File: config.mk
export PLATFORM = sky130hd
export DESIGN_NAME = gxr_top
export DESIGN_NICKNAME = d
export VERILOG_FILES = /design/src/design/gxr_pkg.sv /design/src/design/gxr_rm_mem.sv /design/src/design/gxr_top.sv
export SDC_FILE = /design/constraint.sdc
export NUM_CORES = 1
export LEC_CHECK = 0
export BUFFER_PORTS_ARGS = -buffer_cell sky130_fd_sc_hd__buf_2
export CAP_MARGIN = 20
export CORE_MARGIN = 2
export CORE_UTILIZATION = 50
export CTS_BUF_LIST = sky130_fd_sc_hd__clkbuf_16
export CTS_CLUSTER_DIAMETER = 40
export DETAILED_ROUTE_END_ITERATION = 10
export PLACE_DENSITY_LB_ADDON = 0.25
export SYNTH_ARGS = -nofsm -noshare
export SYNTH_HDL_FRONTEND = slang
export SYNTH_SLANG_ARGS = --single-unit
File: constraint.sdc
create_clock -name clk_sys_i -period 10.7 [get_ports clk_sys_i]
set_input_delay 1.07 -clock clk_sys_i [delete_from_list [all_inputs] [get_ports clk_sys_i]]
set_output_delay 1.07 -clock clk_sys_i [all_outputs]
set_load 0.01 [all_outputs]
File: src/design/gxr_pkg.sv
// constants, register map and types for the gigabit lane sync / rate match block
// assumes a single 50 MHz system clock and an APB register port
package gxr_pkg;

    localparam logic [7:0] OFS_CTRL = 8'h00;
    localparam logic [7:0] OFS_STAT = 8'h04;
    localparam logic [7:0] OFS_FILL = 8'h08;

    localparam logic [1:0] CTRL_RST = 2'h1;
    localparam int CTRL_RM_EN = 0;
    localparam int CTRL_C2_EN = 1;

    // symbol values as {y[2:0], x[4:0]}
    localparam logic [7:0] SYM_K285 = 8'hBC;
    localparam logic [7:0] SYM_K307 = 8'hFE;
    localparam logic [7:0] SYM_D56 = 8'hC5;
    localparam logic [7:0] SYM_D162 = 8'h50;
    localparam logic [7:0] SYM_D215 = 8'hB5;
    localparam logic [7:0] SYM_D22 = 8'h42;
    localparam logic [5:0] K28_6B = 6'h0F;
    localparam logic [4:0] X_K28 = 5'h1C;

    // idle data groups as they leave the encoder after a comma
    localparam logic [9:0] CG_D56_RDN = 10'h296;
    localparam logic [9:0] CG_D162_RDP = 10'h245;

    localparam logic [1:0] TX_AUTO_COMMAS = 2'h3;
    localparam logic [1:0] SYNC_SETS = 2'h3;
    localparam logic [2:0] SYNC_ERRS = 3'h4;
    localparam logic [2:0] GOOD_RUN = 3'h4;

    localparam int PPM_TOL = 100;
    localparam int PPM_TOTAL = 2 * PPM_TOL;
    localparam int FRAME_MAX = 9600;
    localparam int RM_SLIP = (FRAME_MAX * PPM_TOTAL + 999999) / 1000000;
    localparam int RM_HYST = 2 * RM_SLIP;
    localparam int RM_W = 11;

    localparam int GMII_MHZ = 125;
    localparam int CLK_MHZ = 50;

    typedef enum logic [1:0] {SY_LOSS, SY_ACQ, SY_SYNC} gxr_sync_e;

endpackage : gxr_pkg

File: src/design/gxr_rm_mem.sv
// storage of the rate match fifo, registered read data
// assumes the caller keeps pointers and never reads and writes out of range
`timescale 1ns/1ps
module gxr_rm_mem #(
    parameter int W = 11,
    parameter int DEPTH = 32,
    parameter int AW = 5
) (
    input wire logic clk_sys_i,
    input wire logic rst_n_i,
    input wire logic wr_en_i,
    input wire logic [AW-1:0] wr_addr_i,
    input wire logic [W-1:0] wr_data_i,
    input wire logic rd_en_i,
    input wire logic [AW-1:0] rd_addr_i,
    output logic [W-1:0] rd_data_o
);
    logic [W-1:0] mem_r [DEPTH];

    always_ff @(posedge clk_sys_i) begin
        if (wr_en_i) begin
            mem_r[wr_addr_i] <= wr_data_i;
        end
    end

    always_ff @(posedge clk_sys_i or negedge rst_n_i) begin
        if (!rst_n_i) begin
            rd_data_o <= '0;
        end else if (rd_en_i) begin
            rd_data_o <= mem_r[rd_addr_i];
        end
    end

endmodule : gxr_rm_mem

File: src/design/gxr_top.sv
// lane transmit start-up and encoder, receive sync machine, rate match fifo
// assumes decoded receive groups from logic on the same clock, apb master
// Behaviour
// [RULE_01] after reset release send three commas before any user byte
// [RULE_02] fabric aligns its sync sequence so commas land on even boundaries
// [RULE_03] comma on odd boundary drops sync and that set is not counted; once synchronized the code only counts it as one error
// [RULE_04] fifo absorbs plus or minus 100 ppm between far and local clocks
// [RULE_05] no insertion or deletion until lane sync is high
// [RULE_06] only whole comma plus idle data pairs are inserted or deleted
// [RULE_07] as many idle pairs as needed are inserted or deleted
// [RULE_08] odd corrections round up to a whole pair
// [RULE_09] inserted and deleted flags stand with the affected idle symbols
// [RULE_10] optionally configuration comma pairs are also handled
// [RULE_11] sync declared after three consecutive valid sync sets
// [RULE_12] a sync set is a comma followed by odd count of data
// [RULE_13] per lane sync flag high while synchronized, low otherwise
// [RULE_14] sync lost on reset or after four errors without recovery
// [RULE_15] four good groups in a row remove one counted error
// [RULE_16] fabric side carries 8-bit data with enable and error controls
// [RULE_17] data after comma becomes idle code chosen by running disparity
// [RULE_18] encoder turns byte plus control flag into a 10-bit group
// [RULE_19] delete above mid fill, insert below, only at idle boundaries
//
// The APB register port and the placing of the registers are this design's own decisions.
`timescale 1ns/1ps
module gxr_top
    import gxr_pkg::*;
#(
    parameter int RM_DEPTH = 32
) (
    input wire logic clk_sys_i,
    input wire logic rst_n_i,
    input wire logic [7:0] tx_data_i,
    input wire logic tx_ctrl_i,
    input wire logic tx_en_i,
    input wire logic tx_er_i,
    output logic [9:0] tx_code_o,
    output logic tx_user_o,
    input wire logic rx_valid_i,
    input wire logic [7:0] rx_data_i,
    input wire logic rx_ctrl_i,
    input wire logic rx_cgerr_i,
    output logic rx_sync_o,
    input wire logic rm_rd_en_i,
    output logic [7:0] rx_data_o,
    output logic rx_ctrl_o,
    output logic rx_err_o,
    output logic rx_dv_o,
    output logic rm_ins_o,
    output logic rm_del_o,
    input wire logic psel_i,
    input wire logic penable_i,
    input wire logic pwrite_i,
    input wire logic [7:0] paddr_i,
    input wire logic [31:0] pwdata_i,
    output logic [31:0] prdata_o,
    output logic pready_o,
    output logic pslverr_o
);
    localparam int AW = $clog2(RM_DEPTH);
    localparam logic [AW:0] RM_HI = (AW+1)'(RM_DEPTH / 2 + RM_HYST);
    localparam logic [AW:0] RM_LO = (AW+1)'(RM_DEPTH / 2 - RM_HYST);
    localparam logic [AW:0] RM_FULL = (AW+1)'(RM_DEPTH);
    localparam logic [AW-1:0] PTR_LAST = AW'(RM_DEPTH - 1);

    localparam logic [5:0] TBL6 [32] = '{
        6'h27, 6'h1D, 6'h2D, 6'h31, 6'h35, 6'h29, 6'h19, 6'h38,
        6'h39, 6'h25, 6'h15, 6'h34, 6'h0D, 6'h2C, 6'h1C, 6'h17,
        6'h1B, 6'h23, 6'h13, 6'h32, 6'h0B, 6'h2A, 6'h1A, 6'h3A,
        6'h33, 6'h26, 6'h16, 6'h36, 6'h0E, 6'h2E, 6'h1E, 6'h2B};
    localparam logic [3:0] TBL4 [8] = '{
        4'hB, 4'h9, 4'h5, 4'hC, 4'hD, 4'hA, 4'h6, 4'hE};

    // returns {running disparity after, abcdei, fghj}; controls K28.1, K28.2, K28.5, K28.6, K23.7, K27.7, K29.7 and K30.7
    function automatic logic [10:0] gxr_enc(input logic [7:0] d, input logic k,
                                            input logic rd);
        logic [5:0] s;
        logic [3:0] f;
        logic r;
        logic a7;
        logic [4:0] x;
        x = d[4:0];
        s = (k && x == X_K28) ? K28_6B : TBL6[x];
        if (rd && (($countones(s) != 3) || x == 5'h07)) s = ~s;
        r = rd ^ ($countones(s) != 3);
        a7 = (d[7:5] == 3'h7) && (k || (!r && (x == 5'h11 || x == 5'h12 || x == 5'h14))
             || (r && (x == 5'h0B || x == 5'h0D || x == 5'h0E)));
        f = a7 ? 4'h7 : TBL4[d[7:5]];
        if ((k && x == X_K28) ? rd : (r && (($countones(f) != 2) || d[7:5] == 3'h3))) f = ~f;
        gxr_enc = {r ^ ($countones(f) != 2), s, f};
    endfunction : gxr_enc

    // transmit
    logic [1:0] tx_auto_r;
    logic tx_rd_r;
    logic tx_prev_k_r;
    logic tx_comma_rd_r;
    logic tx_odd_r;
    logic tx_k;
    logic [7:0] tx_d;
    logic tx_subst;
    logic [10:0] tx_enc;
    logic tx_is_comma;

    always_comb begin
        tx_k = 1'b1;
        tx_d = SYM_K285;
        if (tx_auto_r == TX_AUTO_COMMAS) begin
            if (tx_er_i) begin
                tx_d = SYM_K307;
            end else if (tx_en_i) begin // [RULE_16]
                tx_k = tx_ctrl_i;
                tx_d = tx_data_i;
            end else if (tx_odd_r) begin
                tx_k = 1'b0;
                tx_d = SYM_D162;
            end
        end
        tx_is_comma = tx_k && tx_d == SYM_K285;
        tx_subst = tx_prev_k_r && !tx_k && tx_d != SYM_D215 && tx_d != SYM_D22;
        if (tx_subst) begin
            tx_d = tx_comma_rd_r ? SYM_D56 : SYM_D162; // [RULE_17]
        end
        tx_enc = gxr_enc(tx_d, tx_k, tx_rd_r); // [RULE_18]
    end

    always_ff @(posedge clk_sys_i or negedge rst_n_i) begin
        if (!rst_n_i) begin
            tx_auto_r <= 2'h0;
            tx_user_o <= 1'b0;
        end else begin
            if (tx_auto_r != TX_AUTO_COMMAS) begin
                tx_auto_r <= tx_auto_r + 2'h1; // [RULE_01]
            end
            tx_user_o <= tx_auto_r == TX_AUTO_COMMAS;
        end
    end

    always_ff @(posedge clk_sys_i or negedge rst_n_i) begin
        if (!rst_n_i) begin
            tx_code_o <= 10'h000;
            tx_rd_r <= 1'b0;
            tx_prev_k_r <= 1'b0;
            tx_comma_rd_r <= 1'b0;
            tx_odd_r <= 1'b0;
        end else begin
            tx_code_o <= tx_enc[9:0];
            tx_rd_r <= tx_enc[10];
            tx_prev_k_r <= tx_is_comma;
            tx_odd_r <= tx_is_comma ? 1'b1 : ~tx_odd_r;
            if (tx_is_comma) begin
                tx_comma_rd_r <= tx_rd_r;
            end
        end
    end

    // receive sync machine
    gxr_sync_e sy_st_r;
    logic sy_odd_r;
    logic sy_need_d_r;
    logic [1:0] sy_sets_r;
    logic [2:0] sy_err_r;
    logic [2:0] sy_good_r;
    logic rx_comma;
    logic sy_bad;

    assign rx_comma = rx_ctrl_i && rx_data_i == SYM_K285;
    assign sy_bad = rx_cgerr_i || (rx_comma && sy_odd_r); // [RULE_12]

    always_ff @(posedge clk_sys_i or negedge rst_n_i) begin
        if (!rst_n_i) begin
            sy_st_r <= SY_LOSS; // [RULE_14]
            rx_sync_o <= 1'b0;
            sy_odd_r <= 1'b0;
            sy_need_d_r <= 1'b0;
            sy_sets_r <= 2'h0;
            sy_err_r <= 3'h0;
            sy_good_r <= 3'h0;
        end else if (rx_valid_i) begin
            sy_odd_r <= rx_comma ? 1'b1 : ~sy_odd_r;
            case (sy_st_r)
                SY_LOSS: begin
                    if (rx_comma) begin
                        sy_st_r <= SY_ACQ;
                        sy_need_d_r <= 1'b1;
                        sy_sets_r <= 2'h0;
                    end
                end
                SY_ACQ: begin
                    if (sy_bad) begin
                        sy_st_r <= SY_LOSS; // [RULE_03]
                    end else if (rx_comma) begin
                        sy_need_d_r <= 1'b1;
                    end else if (sy_need_d_r) begin
                        sy_need_d_r <= 1'b0;
                        sy_sets_r <= sy_sets_r + 2'h1;
                        if (sy_sets_r + 2'h1 == SYNC_SETS) begin // [RULE_11]
                            sy_st_r <= SY_SYNC;
                            rx_sync_o <= 1'b1; // [RULE_13]
                            sy_err_r <= 3'h0;
                            sy_good_r <= 3'h0;
                        end
                    end
                end
                SY_SYNC: begin
                    if (sy_bad) begin
                        sy_good_r <= 3'h0;
                        sy_err_r <= sy_err_r + 3'h1;
                        if (sy_err_r + 3'h1 == SYNC_ERRS) begin // [RULE_14]
                            sy_st_r <= SY_LOSS;
                            rx_sync_o <= 1'b0; // [RULE_13]
                        end
                    end else if (sy_good_r + 3'h1 == GOOD_RUN) begin
                        sy_good_r <= 3'h0;
                        if (sy_err_r != 3'h0) begin
                            sy_err_r <= sy_err_r - 3'h1; // [RULE_15]
                        end
                    end else begin
                        sy_good_r <= sy_good_r + 3'h1;
                    end
                end
                default: begin
                    sy_st_r <= SY_LOSS;
                    rx_sync_o <= 1'b0;
                end
            endcase
        end
    end

    // rate match, write side: one group of look-behind so a pair can vanish whole
    logic [1:0] ctrl_r;
    logic [3:0] stat_r;
    logic [AW:0] rm_fill_r;
    logic [AW-1:0] rm_wp_r;
    logic [AW-1:0] rm_rp_r;
    logic [9:0] rm_s1_r;
    logic rm_s1_v_r;
    logic rm_s1_kill_r;
    logic [1:0] rm_del_pend_r;
    logic [RM_W-1:0] rm_q;
    logic rm_full;
    logic rm_empty;
    logic rx_deletable;
    logic del_go;
    logic wr_req;
    logic wr_go;

    assign rm_full = rm_fill_r == RM_FULL; // [RULE_04]
    assign rm_empty = rm_fill_r == '0;
    assign rx_deletable = !rx_ctrl_i && !rx_cgerr_i && (rx_data_i == SYM_D162
                          || (ctrl_r[CTRL_C2_EN] && rx_data_i == SYM_D22)); // [RULE_10]
    assign del_go = rx_valid_i && rm_s1_v_r && !rm_s1_kill_r && rx_deletable
                    && rm_s1_r == {2'b01, SYM_K285} && rx_sync_o // [RULE_05]
                    && ctrl_r[CTRL_RM_EN] && rm_fill_r >= RM_HI; // [RULE_19]
    assign wr_req = rx_valid_i && rm_s1_v_r && !rm_s1_kill_r && !del_go;
    assign wr_go = wr_req && !rm_full;

    always_ff @(posedge clk_sys_i or negedge rst_n_i) begin
        if (!rst_n_i) begin
            rm_s1_r <= 10'h000;
            rm_s1_v_r <= 1'b0;
            rm_s1_kill_r <= 1'b0;
            rm_del_pend_r <= 2'h0;
            rm_wp_r <= '0;
        end else begin
            if (rx_valid_i) begin
                rm_s1_r <= {rx_cgerr_i, rx_ctrl_i, rx_data_i};
                rm_s1_v_r <= 1'b1;
                rm_s1_kill_r <= del_go; // [RULE_06]
            end
            if (del_go) begin
                rm_del_pend_r <= 2'h2; // [RULE_09]
            end else if (wr_go && rm_del_pend_r != 2'h0) begin
                rm_del_pend_r <= rm_del_pend_r - 2'h1;
            end
            if (wr_go) begin
                rm_wp_r <= (rm_wp_r == PTR_LAST) ? '0 : rm_wp_r + 1'b1;
            end
        end
    end

    // read side: pairs are repeated right after an idle pair leaves the fifo
    logic rd_pend_r;
    logic [1:0] ins_cnt_r;
    logic last_k_r;
    logic ins_go;
    logic rd_go;
    logic ins_out;
    logic udr_ev;

    assign ins_go = rd_pend_r && rm_q[9:0] == {2'b00, SYM_D162} && last_k_r && rx_sync_o
                    && ctrl_r[CTRL_RM_EN] && rm_fill_r <= RM_LO && ins_cnt_r == 2'h0; // [RULE_19]
    assign rd_go = rm_rd_en_i && ins_cnt_r == 2'h0 && !ins_go && !rm_empty;
    assign ins_out = rm_rd_en_i && ins_cnt_r != 2'h0;
    assign udr_ev = rm_rd_en_i && ins_cnt_r == 2'h0 && !ins_go && rm_empty;

    gxr_rm_mem #(
        .W(RM_W),
        .DEPTH(RM_DEPTH),
        .AW(AW)
    ) u_mem (
        .clk_sys_i(clk_sys_i),
        .rst_n_i(rst_n_i),
        .wr_en_i(wr_go),
        .wr_addr_i(rm_wp_r),
        .wr_data_i({rm_del_pend_r != 2'h0, rm_s1_r}),
        .rd_en_i(rd_go),
        .rd_addr_i(rm_rp_r),
        .rd_data_o(rm_q)
    );

    always_ff @(posedge clk_sys_i or negedge rst_n_i) begin
        if (!rst_n_i) begin
            rm_fill_r <= '0;
            rm_rp_r <= '0;
        end else begin
            case ({wr_go, rd_go})
                2'b10: rm_fill_r <= rm_fill_r + 1'b1;
                2'b01: rm_fill_r <= rm_fill_r - 1'b1;
                default: rm_fill_r <= rm_fill_r;
            endcase
            if (rd_go) begin
                rm_rp_r <= (rm_rp_r == PTR_LAST) ? '0 : rm_rp_r + 1'b1;
            end
        end
    end

    always_ff @(posedge clk_sys_i or negedge rst_n_i) begin
        if (!rst_n_i) begin
            rd_pend_r <= 1'b0;
            ins_cnt_r <= 2'h0;
            last_k_r <= 1'b0;
            rx_data_o <= 8'h00;
            rx_ctrl_o <= 1'b0;
            rx_err_o <= 1'b0;
            rx_dv_o <= 1'b0;
            rm_ins_o <= 1'b0;
            rm_del_o <= 1'b0;
        end else begin
            rd_pend_r <= rd_go;
            rx_dv_o <= rd_pend_r || ins_out;
            if (ins_go) begin
                ins_cnt_r <= 2'h2; // [RULE_07]
            end else if (ins_out) begin
                ins_cnt_r <= ins_cnt_r - 2'h1;
            end
            if (rd_pend_r) begin
                {rm_del_o, rx_err_o, rx_ctrl_o, rx_data_o} <= rm_q;
                rm_ins_o <= 1'b0;
                last_k_r <= rm_q[9:0] == {2'b01, SYM_K285};
            end else if (ins_out) begin
                rx_data_o <= (ins_cnt_r == 2'h2) ? SYM_K285 : SYM_D162; // [RULE_08]
                rx_ctrl_o <= ins_cnt_r == 2'h2;
                rx_err_o <= 1'b0;
                rm_del_o <= 1'b0;
                rm_ins_o <= 1'b1; // [RULE_09]
                last_k_r <= ins_cnt_r == 2'h2;
            end
        end
    end

    // apb slave, one wait-free access phase after each setup
    logic apb_setup;
    logic apb_wr;
    logic apb_hit;
    logic stat_clr;
    logic [3:0] stat_set;

    assign apb_setup = psel_i && !penable_i;
    assign apb_wr = psel_i && penable_i && pready_o && pwrite_i;
    assign apb_hit = paddr_i == OFS_CTRL || paddr_i == OFS_STAT || paddr_i == OFS_FILL;
    assign stat_clr = apb_wr && paddr_i == OFS_STAT;
    assign stat_set = {del_go, ins_go, udr_ev, wr_req && rm_full};

    always_ff @(posedge clk_sys_i or negedge rst_n_i) begin
        if (!rst_n_i) begin
            pready_o <= 1'b0;
            pslverr_o <= 1'b0;
            prdata_o <= 32'h0000_0000;
        end else begin
            pready_o <= apb_setup;
            pslverr_o <= apb_setup && !apb_hit;
            prdata_o <= 32'h0000_0000;
            if (apb_setup && !pwrite_i) begin
                case (paddr_i)
                    OFS_CTRL: prdata_o <= 32'(ctrl_r);
                    OFS_STAT: prdata_o <= {27'h0, stat_r, rx_sync_o};
                    OFS_FILL: prdata_o <= 32'(rm_fill_r);
                    default: prdata_o <= 32'h0000_0000;
                endcase
            end
        end
    end

    always_ff @(posedge clk_sys_i or negedge rst_n_i) begin
        if (!rst_n_i) begin
            ctrl_r <= CTRL_RST;
        end else if (apb_wr && paddr_i == OFS_CTRL) begin
            ctrl_r <= pwdata_i[1:0];
        end
    end

    // new events beat a write-one clear in the same cycle
    always_ff @(posedge clk_sys_i or negedge rst_n_i) begin
        if (!rst_n_i) begin
            stat_r <= 4'h0;
        end else begin
            stat_r <= (stat_r & ~(stat_clr ? pwdata_i[4:1] : 4'h0)) | stat_set;
        end
    end

    property p_auto_commas;
        @(posedge clk_sys_i) disable iff (!rst_n_i)
        tx_auto_r != TX_AUTO_COMMAS |=> tx_code_o[9:4] == K28_6B || tx_code_o[9:4] == ~K28_6B;
    endproperty
    a_auto_commas: assert property (p_auto_commas) else $error("auto comma missing"); // [RULE_01]

    property p_idle_subst;
        @(posedge clk_sys_i) disable iff (!rst_n_i)
        tx_subst |=> tx_code_o == ($past(tx_comma_rd_r) ? CG_D56_RDN : CG_D162_RDP);
    endproperty
    a_idle_subst: assert property (p_idle_subst) else $error("wrong idle code"); // [RULE_17]

    property p_odd_loss;
        @(posedge clk_sys_i) disable iff (!rst_n_i)
        rx_valid_i && rx_comma && sy_odd_r && sy_st_r != SY_LOSS
        |=> sy_st_r == SY_LOSS || (sy_st_r == SY_SYNC && sy_err_r != 3'h0);
    endproperty
    a_odd_loss: assert property (p_odd_loss) else $error("odd comma ignored"); // [RULE_03]

    property p_sync_rise;
        @(posedge clk_sys_i) disable iff (!rst_n_i)
        $rose(rx_sync_o) |-> $past(sy_sets_r) == 2'h2 && $past(sy_st_r) == SY_ACQ;
    endproperty
    a_sync_rise: assert property (p_sync_rise) else $error("sync too early"); // [RULE_11]

    property p_err_loss;
        @(posedge clk_sys_i) disable iff (!rst_n_i)
        sy_st_r == SY_SYNC && rx_valid_i && sy_bad && sy_err_r == 3'h3 |=> !rx_sync_o;
    endproperty
    a_err_loss: assert property (p_err_loss) else $error("sync kept after errors"); // [RULE_14]

    property p_no_rm_unsync;
        @(posedge clk_sys_i) disable iff (!rst_n_i)
        !rx_sync_o |=> !$rose(stat_r[3]) && !$rose(stat_r[2]);
    endproperty
    a_no_rm_unsync: assert property (p_no_rm_unsync) else $error("rate match unsynced"); // [RULE_05]

    property p_ins_pair;
        @(posedge clk_sys_i) disable iff (!rst_n_i)
        ins_out && ins_cnt_r == 2'h2
        |=> rm_ins_o && rx_ctrl_o && rx_data_o == SYM_K285 && rx_dv_o;
    endproperty
    a_ins_pair: assert property (p_ins_pair) else $error("insert not a pair"); // [RULE_06]

    property p_del_tag;
        @(posedge clk_sys_i) disable iff (!rst_n_i)
        del_go |=> rm_s1_kill_r && rm_del_pend_r == 2'h2;
    endproperty
    a_del_tag: assert property (p_del_tag) else $error("delete not marked"); // [RULE_09]

    property p_fill_bound;
        @(posedge clk_sys_i) disable iff (!rst_n_i)
        rm_fill_r <= RM_FULL && !(wr_go && rm_full);
    endproperty
    a_fill_bound: assert property (p_fill_bound) else $error("fifo overrun"); // [RULE_07]

endmodule : gxr_top

==> flow_metrics.py <==
metrics = {
    "worst_hold_path": {
        "hp-class": "in -> async",
    },
    "floorplanning": {
        "start_util": 0.510,
        "pin_count": 127,
        "core.rowCount": 72,
        "core_area_um2": 38900,
        "die_height_um": 203,
        "dieWidth_um": 203,
        "dieArea_um2": 41300,
    },
    "critical_path": {
        "end_kind": "flop",
        "rr_endpoint": "tx_rd_r$_DFF_PN0_",
        "crit_arrival_ns": 10.76,
        "r2r_start": "tx_auto_r[0]$_DFFE_PN0P_",
        "required_ns": 11.15,
        "worstSetupEndpoint": "tx_rd_r$_DFF_PN0_",
        "cp-start-kind": "input port",
        "crit_start": "tx_en_i",
        "slowest_delay_ns": 0.54,
        "crit_path_frequent_cell": "fa_1",
        "path_class": "in -> reg",
        "r2r_slack_ns": 0.53,
        "slowest_stage": "fa_1",
        "r2r_cells": 46,
        "worstPathMaxFanout": 5,
    },
    "synth": {
        "yosys_warnings": 0,
        "synth_xor_area_frac": 0.0102,
        "synth_mux_area_frac": 0.141,
        "synth.top_cell.area_share": 0.533,
        "netlist_instances": 1234,
        "async_reset_ff_frac": 0.225,
        "netlist_area_um2": 19800,
        "synth_compound_area_frac": 0.0491,
        "synth.distinct_cells": 84,
        "synth.avg_cell_area_um2": 16.1,
        "synth_area_leaders": "edfxtp_1 (53%), dfrtp_1 (13%), mux4_2 (12%), ha_1 (2.5%), nand2_1 (1.8%)",
        "synthSimpleGateAreaFrac": 0.0769,
        "synth_top_family_by_area": "multiplexers",
        "synth_seq_cells": 454,
        "synth_fa_ha_area_frac": 0.0317,
        "synth_ff_type": "edfxtp_1",
        "synth_edf_count": 352,
        "ys_seq_area_frac": 0.661,
        "yosysTopAreaCell": "edfxtp_1",
    },
    "placement": {
        "placed_cell_area_um2": 21300,
        "placedCellCount": 1844,
        "gp_congestion": 0.881,
        "place.port_buffers": 73,
        "hpwl_mm": 28.5,
    },
    "timing": {
        "tightest_slew_ns": 1.13,
        "maxSlewViolCount": 0,
        "max_freq_mhz": 97.1,
        "min_period_over_period": 0.963,
        "clock_skew_ns": 0.0519,
        "setup_viol_count_final": 0,
        "post-route-min-period_ns": 10.30,
        "slew_headroom": 0.244,
        "hold_viol": 0,
    },
    "cells_and_area": {
        "synthToLayoutAreaGrowth_pct": 18.6,
        "diodes": 0,
        "post-route-cell-area_um2": 23500,
        "nets": 1522,
        "drive_above_1_share": 0.305,
        "finalNonFillerCells": 1972,
        "nFillCells": 2880,
    },
    "pwr": {
        "power_leakage_nw": 8.62,
        "p_per_area_nw_per_um2": 262,
        "peakVddDrop_mv": 0.179,
    },
    "clock_network": {
        "cts_htree_levels": 2,
        "cts.sinks": 454,
        "cts_root_buf": "clkbuf_16",
        "clk_pin_slew_ns": 0.05,
        "clk_latency_ns": 0.62,
        "clockBufferDepth": 3,
        "cts_tree": "yes",
        "cts_made_buffers": 55,
    },
    "detailed_routing": {
        "wl_per_cell_um": 22.2,
        "drtAntennaViolNets": 0,
        "vias": 11300,
        "drt_iter0_drc": 1044,
        "drt-total-wl_mm": 43.8,
        "drc": 0,
        "drtPass1Iterations": 5,
        "vias_per_cell": 5.73,
    },
    "global_route": {
        "grt.overflow.total": 0,
        "grt_max_degree": 72,
        "antenna_found_initial": 1,
        "grt_pass1_wl_mm": 66.5,
        "grt_pass1_vias": 11200,
        "track_usage": 0.213,
    },
    "status": {
        "status": "complete, no violations",
    },
    "job": {
        "max_cap_viol_count": 0,
    },
}
==> timing repair <==
action,4_1_cts,5_1_grt
hold buffers,0,0
setup buffers,0,1
gates resized for setup,0,14
endpoints found under the setup margin,0,1
==> Yosys cell counts, drive strengths merged (15+ instances only) <==
cell      n
o21ai    58
nor2     81
a21oi    29
buf      44
mux2     15
nor3     16
dfrtp   101
edfxtp  352
clkbuf   37
nand3    22
mux2i    16
nand2    98
inv      38
ha       39
mux4    110
==> cell usage in the layout, fill, tap and decap left out, types with 4 or more instances in the layout <==
cell type	netlist	layout
clkinv_2	0	7
mux2i_1	16	16
buf_6	2	5
nor2b_1	8	8
bufinv_16	0	4
ha_4	0	7
clkinv_4	0	5
a22oi_1	6	5
edfxtp_1	352	352
buf_2	4	72
mux4_2	110	110
o31ai_1	4	4
inv_1	38	43
conb_1	1	26
buf_16	0	9
or3_1	5	5
fa_1	7	7
a31oi_1	6	5
o21ai_0	55	54
nand3b_1	6	6
nand2b_1	7	7
nand3_1	21	20
buf_4	29	86
xor2_1	13	11
xnor2_1	10	9
a21oi_1	29	29
inv_6	0	12
nand4_1	10	10
clkinv_1	1	8
nor3_1	16	14
a21o_1	6	6
mux2_2	15	15
nand2_1	97	95
dfrtp_1	101	99
and3_1	10	9
nor2_1	79	78
ha_1	39	30
clkbuf_16	0	55
==> per-layer routing <==
metal	vias to the layer above	track usage	share of wire
li1	5075	-	-
met3	84	0.0441	0.070
met2	374	0.334	0.48
met5	-	0	0.00030
met4	2	0.0806	0.031
met1	5773	0.297	0.42
==> cell families after synthesis <==
family / count (synthesis)
other: 1
multiplexers: 141
AO/OA/AOI/OAI: 146
buffers and inverters: 120
adder cells (fa/ha/maj): 46
XOR/XNOR: 23
flip-flops: 454
AND/OR/NAND/NOR: 303
==> sequential cells by signal, summed over array words and instances, names as in the netlist, 6 cells and up <==
register,cells
u_mem.mem_r,352
u_mem.rd_data_o,11
rm_s1_r,10
tx_code_o,10
rx_data_o,8
prdata_o,6
rm_fill_r,6
==> worst max-delay path, delay by kind of cell <==
kind                       cells  cell delay (ns)
AOI/OAI and AO/OA             10             1.62
xor gates and xnor gates       4             0.74
adders and majority gates     14             4.48
buffers and inverters          7             0.49
and+or+nand+nor               11             2.30
==> metrics by stage <==
step | util | setup TNS [ns] | hold WS, ns | worst slack [ns] | power (mW)
6_report | 0.605 | 0 | 0.421 | 0.396 | 6.16
5_1_grt | 0.605 | -0.00224 | 0.454 | -0.00224 | 6.47
4_1_cts | 0.594 | 0 | 0.425 | 0.0767 | 6.16
2_1_floorplan | - | 0 | 0.432 | 0.00659 | 3.73
3_5_place_dp | 0.547 | -0.306 | 0.460 | -0.306 | 4.33
3_3_place_gp | 0.544 | -0.149 | 0.444 | -0.149 | 4.28
==> worst min path at each step <==
stage          cells after the start             startpoint                       end
2_1_floorplan                      1  rm_s1_v_r$_DFFE_PN0P_     rm_s1_v_r$_DFFE_PN0P_
3_3_place_gp                       1  rm_s1_v_r$_DFFE_PN0P_     rm_s1_v_r$_DFFE_PN0P_
3_5_place_dp                       1  rm_s1_v_r$_DFFE_PN0P_     rm_s1_v_r$_DFFE_PN0P_
4_1_cts                            1                rst_n_i  tx_auto_r[0]$_DFFE_PN0P_
5_1_grt                            1                rst_n_i  tx_auto_r[1]$_DFFE_PN0P_
6_report                           1                rst_n_i  tx_auto_r[1]$_DFFE_PN0P_
==> final cells by class <==
class	count	area, um2	share of cell area
flip-flops and latches	454	13100	0.558
clock inverters	48	440	0.0187
well taps	518	648	0.0275
clock buffers	55	1380	0.0585
inverters	39	149	0.00633
multi-input cells	685	6460	0.275
repair buffers	173	1320	0.0560
==> power breakdown <==
part / internal [mW] / total, mW / switching, mW
Clock: 1.06 / 1.82 / 0.761
Combinational: 1.03 / 2.03 / 0.999
Sequential: 2.11 / 2.31 / 0.202
Power figures use the tool's default switching activity.
